===== src/ptl_pkg.sv =====
// package: register offsets, reset values and field positions for the programmable logic lookup
package ptl_pkg;
  // ****************************************
  // register map
  // ****************************************
  localparam logic [7:0] PTL_ADDR_TABLE_THREE = 8'h14; // truth table driving io[4]
  localparam logic [7:0] PTL_ADDR_TABLE_FOUR = 8'h15; // truth table driving io[3]
  localparam logic [7:0] PTL_ADDR_ADVANCED = 8'hAB; // advanced settings
  localparam logic [7:0] PTL_RST_TABLE = 8'h00; // table reset value
  localparam logic [7:0] PTL_RST_ADVANCED = 8'h00; // advanced reset value
  localparam logic [7:0] PTL_READ_UNMAPPED = 8'h00; // unmapped address reads zero
  // ****************************************
  // field positions
  // ****************************************
  localparam int PTL_BOOST_BIT = 1; // boost enable bit in advanced settings
  localparam int PTL_OUT_HI_BIT = 4; // io bit driven by table three
  localparam int PTL_OUT_LO_BIT = 3; // io bit driven by table four
  localparam int PTL_SEL_MSB = 2; // top bit of the 3-bit lookup index
  // ****************************************
  // low bank logic modes
  // ****************************************
  typedef enum logic [1:0]
  {
    PTL_MODE_OFF = 2'h0,
    PTL_MODE_3TO1 = 2'h1,
    PTL_MODE_3TO2 = 2'h2,
    PTL_MODE_RSVD = 2'h3
  } ptl_mode_e;
endpackage


===== src/ptl_lut.sv =====
// module: combinational 3-input lookup of one 8-bit truth table
`timescale 1ns/1ps
module ptl_lut
(
  input wire logic [7:0] table_bits, // truth table contents
  input wire logic [2:0] sel, // lookup index
  output logic lut_out // selected table bit
);
  // ****************************************
  // lookup
  // ****************************************
  // index 7 picks bit 7, index 0 picks bit 0
  always_comb
  begin
    lut_out = table_bits[sel];
  end
endmodule


===== src/ptl_lookup.sv =====
// module: low bank three-to-two programmable logic lookup with its registers
// Overview of operation
// - io[4] is table three bit at io[2:0]
// - io[3] is table four bit at io[2:0]
// - tables act only in three-to-two mode
// - advanced bit 1 enables boost, resets off
`timescale 1ns/1ps
module ptl_lookup
  import ptl_pkg::*;
(
  input wire logic clk, // 25 mhz core clock
  input wire logic rst_n, // synchronous active low reset
  input wire logic reg_wr, // one-cycle register write strobe
  input wire logic reg_rd, // one-cycle register read strobe
  input wire logic [7:0] reg_addr, // register address
  input wire logic [7:0] reg_wdata, // write data
  input wire ptl_pkg::ptl_mode_e low_bank_logic_mode, // low bank mode field
  input wire logic [2:0] io_in, // pad inputs io[2:0], asynchronous
  output logic [7:0] reg_rdata, // read data, registered
  output logic io_hi_out, // logic value for io[4]
  output logic io_lo_out, // logic value for io[3]
  output logic io_hi_oe_n, // io[4] drive enable, low drives
  output logic io_lo_oe_n, // io[3] drive enable, low drives
  output logic boost_en // boost mode control
);
  import ptl_pkg::*;

  // ****************************************
  // registers
  // ****************************************
  logic [7:0] table_three_ff; // logic_truth_table_three
  logic [7:0] table_four_ff; // logic_truth_table_four
  logic [7:0] advanced_ff; // advanced_settings
  logic [7:0] rdata_ff; // read data holding
  logic [7:0] nxt_table_three;
  logic [7:0] nxt_table_four;
  logic [7:0] nxt_advanced;
  logic [7:0] nxt_rdata;

  // ****************************************
  // address decode
  // ****************************************
  // one hit flag per mapped register
  typedef struct packed
  {
    logic table_three; // logic_truth_table_three addressed
    logic table_four; // logic_truth_table_four addressed
    logic advanced; // advanced_settings addressed
  } ptl_hit_s;

  // shared by the write and read paths so both always agree on the map
  function automatic ptl_hit_s reg_hit(input logic [7:0] addr);
    ptl_hit_s hit; // decoded flags
    hit.table_three = (addr == PTL_ADDR_TABLE_THREE);
    hit.table_four = (addr == PTL_ADDR_TABLE_FOUR);
    hit.advanced = (addr == PTL_ADDR_ADVANCED);
    return hit;
  endfunction

  ptl_hit_s addr_hit; // decode of the current bus address
  assign addr_hit = reg_hit(reg_addr);

  // next register values from the write and read strobes
  always_comb
  begin
    nxt_table_three = table_three_ff;
    nxt_table_four = table_four_ff;
    nxt_advanced = advanced_ff;
    nxt_rdata = rdata_ff;
    // unmapped writes match no flag and change nothing
    if (reg_wr && addr_hit.table_three)
    begin
      nxt_table_three = reg_wdata;
    end
    if (reg_wr && addr_hit.table_four)
    begin
      nxt_table_four = reg_wdata;
    end
    // reserved bits stored as written; host keeps them zero
    if (reg_wr && addr_hit.advanced)
    begin
      nxt_advanced = reg_wdata;
    end
    // a read in the same cycle as a write returns the old value
    if (reg_rd)
    begin
      if (addr_hit.table_three)
      begin
        nxt_rdata = table_three_ff;
      end
      else if (addr_hit.table_four)
      begin
        nxt_rdata = table_four_ff;
      end
      else if (addr_hit.advanced)
      begin
        nxt_rdata = advanced_ff;
      end
      else
      begin
        // unmapped reads give zero rather than a stale value
        nxt_rdata = PTL_READ_UNMAPPED;
      end
    end
  end

  // register stage
  always_ff @(posedge clk)
  begin
    if (!rst_n)
    begin
      table_three_ff <= PTL_RST_TABLE;
      table_four_ff <= PTL_RST_TABLE;
      advanced_ff <= PTL_RST_ADVANCED; // boost off after reset
      rdata_ff <= PTL_READ_UNMAPPED;
    end
    else
    begin
      table_three_ff <= nxt_table_three;
      table_four_ff <= nxt_table_four;
      advanced_ff <= nxt_advanced;
      rdata_ff <= nxt_rdata;
    end
  end

  // ****************************************
  // input synchroniser
  // ****************************************
  // pads are asynchronous: three stages, change taken once stages two and three agree
  logic [2:0] sync1_ff;
  logic [2:0] sync2_ff;
  logic [2:0] sync3_ff;
  logic [2:0] sel_ff; // accepted index
  logic [2:0] nxt_sel;

  // accept each bit only when the last two stages agree
  always_comb
  begin
    for (int i = 0; i <= PTL_SEL_MSB; i++)
    begin
      nxt_sel[i] = (sync2_ff[i] == sync3_ff[i]) ? sync3_ff[i] : sel_ff[i];
    end
  end

  // synchroniser registers
  always_ff @(posedge clk)
  begin
    if (!rst_n)
    begin
      sync1_ff <= 3'h0;
      sync2_ff <= 3'h0;
      sync3_ff <= 3'h0;
      sel_ff <= 3'h0;
    end
    else
    begin
      sync1_ff <= io_in;
      sync2_ff <= sync1_ff;
      sync3_ff <= sync2_ff;
      sel_ff <= nxt_sel;
    end
  end

  // ****************************************
  // lookup
  // ****************************************
  // lookup is purely combinational; the only latency is the output flop
  logic lut_hi; // table three result
  logic lut_lo; // table four result

  ptl_lut u_lut_hi
  (
    .table_bits(table_three_ff),
    .sel(nxt_sel),
    .lut_out(lut_hi)
  );

  ptl_lut u_lut_lo
  (
    .table_bits(table_four_ff),
    .sel(nxt_sel),
    .lut_out(lut_lo)
  );

  // ****************************************
  // outputs
  // ****************************************
  logic out_hi_ff;
  logic out_lo_ff;
  logic oe_n_ff;
  logic nxt_out_hi;
  logic nxt_out_lo;
  logic nxt_oe_n;

  // tables drive io[4:3] only in three-to-two mode, else released
  always_comb
  begin
    if (low_bank_logic_mode == PTL_MODE_3TO2)
    begin
      nxt_out_hi = lut_hi;
      nxt_out_lo = lut_lo;
      nxt_oe_n = 1'b0;
    end
    else
    begin
      nxt_out_hi = 1'b0;
      nxt_out_lo = 1'b0;
      nxt_oe_n = 1'b1;
    end
  end

  // output flops
  always_ff @(posedge clk)
  begin
    if (!rst_n)
    begin
      out_hi_ff <= 1'b0;
      out_lo_ff <= 1'b0;
      oe_n_ff <= 1'b1;
    end
    else
    begin
      out_hi_ff <= nxt_out_hi;
      out_lo_ff <= nxt_out_lo;
      oe_n_ff <= nxt_oe_n;
    end
  end

  assign io_hi_out = out_hi_ff;
  assign io_lo_out = out_lo_ff;
  assign io_hi_oe_n = oe_n_ff;
  assign io_lo_oe_n = oe_n_ff;
  assign boost_en = advanced_ff[PTL_BOOST_BIT];
  assign reg_rdata = rdata_ff;
endmodule


===== config.mk =====
export PLATFORM = sky130hd
export DESIGN_NAME = ptl_lookup
export DESIGN_NICKNAME = d
export VERILOG_FILES = /design/src/ptl_pkg.sv /design/src/ptl_lut.sv /design/src/ptl_lookup.sv
export SDC_FILE = /design/constraint.sdc
export NUM_CORES = 1
export LEC_CHECK = 0
export BUFFER_PORTS_ARGS = -buffer_cell sky130_fd_sc_hd__buf_2
export CAP_MARGIN = 20
export CORE_UTILIZATION = 49
export CTS_CLUSTER_SIZE = 30
export DETAILED_ROUTE_END_ITERATION = 8
export GPL_TIMING_DRIVEN = 0
export PLACE_DENSITY = 0.75
export SETUP_SLACK_MARGIN = 0.02
export SYNTH_ARGS = -nofsm -noshare
export SYNTH_HDL_FRONTEND = slang
export SYNTH_SLANG_ARGS = --single-unit

===== constraint.sdc =====
create_clock -name clk -period 1.4 [get_ports clk]
set_input_delay 0.14 -clock clk [delete_from_list [all_inputs] [get_ports clk]]
set_output_delay 0.14 -clock clk [all_outputs]
set_load 0.01 [all_outputs]

==> flow_summary.toml <==
[clocking]
cts_hold_buf = 0
path_clk_slew_ps = 90
clockBufferDepth = 2
htree_levels = 2
tritoncts = "yes"
cts_root_buf = "clkbuf_8"
cts_inserted_buffers = 5
post-cts-setup-buffer-count = 0
clk_latency_ps = 300
cts_sinks = 47

[setup_path]
worstPathArrival_ps = 1600
cp-start-kind = "flip-flop"
worst-path-max-fanout = 9
path_buf_inv = 1
slowest_stage = "dfxtp_1"
worstPathCellList = "maj3_2, buf_6, mux2i_2, mux2i_1, a22o_1"
endpoint_kind = "flip-flop"
crit_type = "reg2reg"
cp_top_family = "multiplexers"
cp.required_ps = 1600
critPathMaxStageDelay_ps = 310

[timing]
fin_crit_sh_pct = 99.9
whs_ps = 40.7
tightest_slew_ps = 692
fmax_mhz = 715
hold_viol = 0
relSlewSlack_pct = 53.9
rsz0062_at_grt = "yes"
fin_skew_ps = 6.79
min_period_ps = 1400
setup_viol = 0
finalMaxSlewViolations = 0

[power_and_ir_drop]
power_density_mw_per_mm2 = 1110
power_mw = 2.70
ir_drop_uv = 675
p_leak_nw = 0.978

[global_route]
grt_pass1_vias = 1366
grt_start_max_net_pins = 15
grt_pass1_wl_um = 6760
antenna_found_initial = 0
grt_use_total_pct = 21.1
overflow = 0

[detailed_routing]
drc = 0
final_antenna_net_count = 0
via_per_inst = 5.29
wl_um = 4310
dr.pass1.iters = 4
drt_iter0_markers = 87
vias = 1561
detail_route.wl_per_cell_um = 14.6

[finish]
fin_util_pct = 60.9
area_growth_pct = 18.7
fin_nets = 269
n_antenna_cell = 0
final_area_mm2 = 0.00244
multi_input_area_mm2 = 0.00103
drive_gt1_share_pct = 26.5
seqCellArea_um2 = 941
final_cell_count_no_fill = 295
fillers = 341

[yosys]
ys_seq_area_share_pct = 45.9
ys_seq_elements = 47
ys_warn_count = 0
synth.area.top_cells = "dfxtp_1 46%, mux2i_1 14%, a41oi_2 6.3%"
async_flop_share_pct = 0
synthCells = 200
synth_nets = 225
synth_area_mm2 = 0.00205
synth_largest_area_cell = "dfxtp_1"
yosysUniqueCellTypes = 30
synthFlopType = "dfxtp_1"
syn_area_per_cell_um2 = 10.3
synth_edf_count = 0
yosysTopAreaCellShare_pct = 45.9

[hold_path]
hp-class = "in2reg"

[floorplanning]
pin_count = 38
rows = 23
dieArea_mm2 = 0.00445
die_h_um = 66.7
die_x_um = 66.7
initial_core_util_pct = 51.3
core-area_mm2 = 0.00400

[placement]
place_area_mm2 = 0.00230
port_buffers = 37
dp_cells = 287
place_congestion = 0.780
hpwlAfterDp_um = 3030

[flow_run]
maxCapViolations = 0

[status]
outcome = "completed"
==> area by class of cell <==
class | count | area share (%)
plain buffers | 13 | 3.29
clock buffers | 6 | 2.98
clock inverters | 2 | 2.47
inverters | 2 | 0.308
multi-input cells | 138 | 42.2
flip-flops and latches | 47 | 38.6
well taps | 50 | 2.57
repair buffers | 37 | 7.60
==> cell usage after synthesis, types with 2 or more instances <==
master and instances:
a21boi_0 6, a21boi_1 2, a22o_1 2, a41oi_2 8, and2_1 12, buf_4 4, buf_6 2, clkbuf_1 5
dfxtp_1 47, inv_1 2, maj3_1 2, mux2i_1 28, nand2_1 32, nand3_1 8, nand4b_1 2, nor2_1 2
nor2b_1 16, o21ai_0 8
==> cells in the final DEF (no fill, tap or decap) <==
cell type,instances
and2_1,12
a41oi_2,8
nand4bb_1,1
a21boi_1,2
nand3_1,8
or3_1,1
a22o_1,2
o21ai_0,8
maj3_1,2
nor2_2,1
and3b_1,1
buf_2,38
nor2b_1,16
bufinv_16,2
mux2i_2,1
nand4_4,1
clkbuf_8,5
nor4b_4,1
buf_6,2
maj3_2,1
nor2_1,2
nand2_1,32
nor3b_2,1
buf_4,4
nand3b_1,1
and3_1,1
buf_1,1
a21boi_0,6
dfxtp_1,47
inv_1,2
clkbuf_1,6
mux2i_1,27
nand4b_1,2
==> report_power, final <==
group | total [mW] | leakage [nW] | internal (mW) | switching (mW)
clock network | 1.16 | 0.0654 | 0.714 | 0.450
logic | 0.164 | 0.531 | 0.0745 | 0.0895
registers | 1.37 | 0.382 | 1.36 | 0.00951
==> flip-flops by register name (all words and copies together), names as in the netlist <==
name and cells:
advanced_ff 8, io_hi_oe_n 1, io_hi_out 1, io_lo_out 1, reg_rdata 8, sel_ff 3, sync1_ff 3, sync2_ff 3
sync3_ff 3, table_four_ff 8, table_three_ff 8
==> logic make-up after synthesis <==
family          synth area share (%)
compound gates                  12.1
flops                           45.9
simple gates                    22.6
fa+ha+maj                       1.52
mux                             13.7
buf+inv                         4.27
==> repair_timing <==
action,in CTS,in global routing
gates resized for setup,1,0
endpoints found under the hold margin,0,0
endpoints found under the setup margin,2,2
pin swaps,0,0
==> path summary, 6_finish.rpt <==
kind	start	to	slack, ps	cells after the start
max	sel_ff[0]	io_hi_out	0.9	5
min	io_in[0]	sync1_ff[0]	40	2
max reg2reg	sel_ff[0]	io_hi_out	0.9	5
min reg2reg	sync1_ff[2]	sync2_ff[2]	440	1
==> routing by layer <==
metal	share of wire (%)	vias to the layer above	global-route usage [%]	wire, µm
li1	-	776	-	-
met1	48	748	28.5	2060
met2	47	35	32.6	2050
met3	4.4	2	6.16	188
met4	0.30	0	5.32	13
met5	0	-	0	0
==> per-stage QoR <==
step	worst slack [ps]	setup TNS [ps]
5_1_grt	-44.6	-88.9
6_report	0.853	0
2_1_floorplan	128	0
3_5_place_dp	-25.0	-125
3_3_place_gp	-30.8	-193
4_1_cts	-15.7	-24.4
Note: power is estimated with default switching activity, not from simulation.
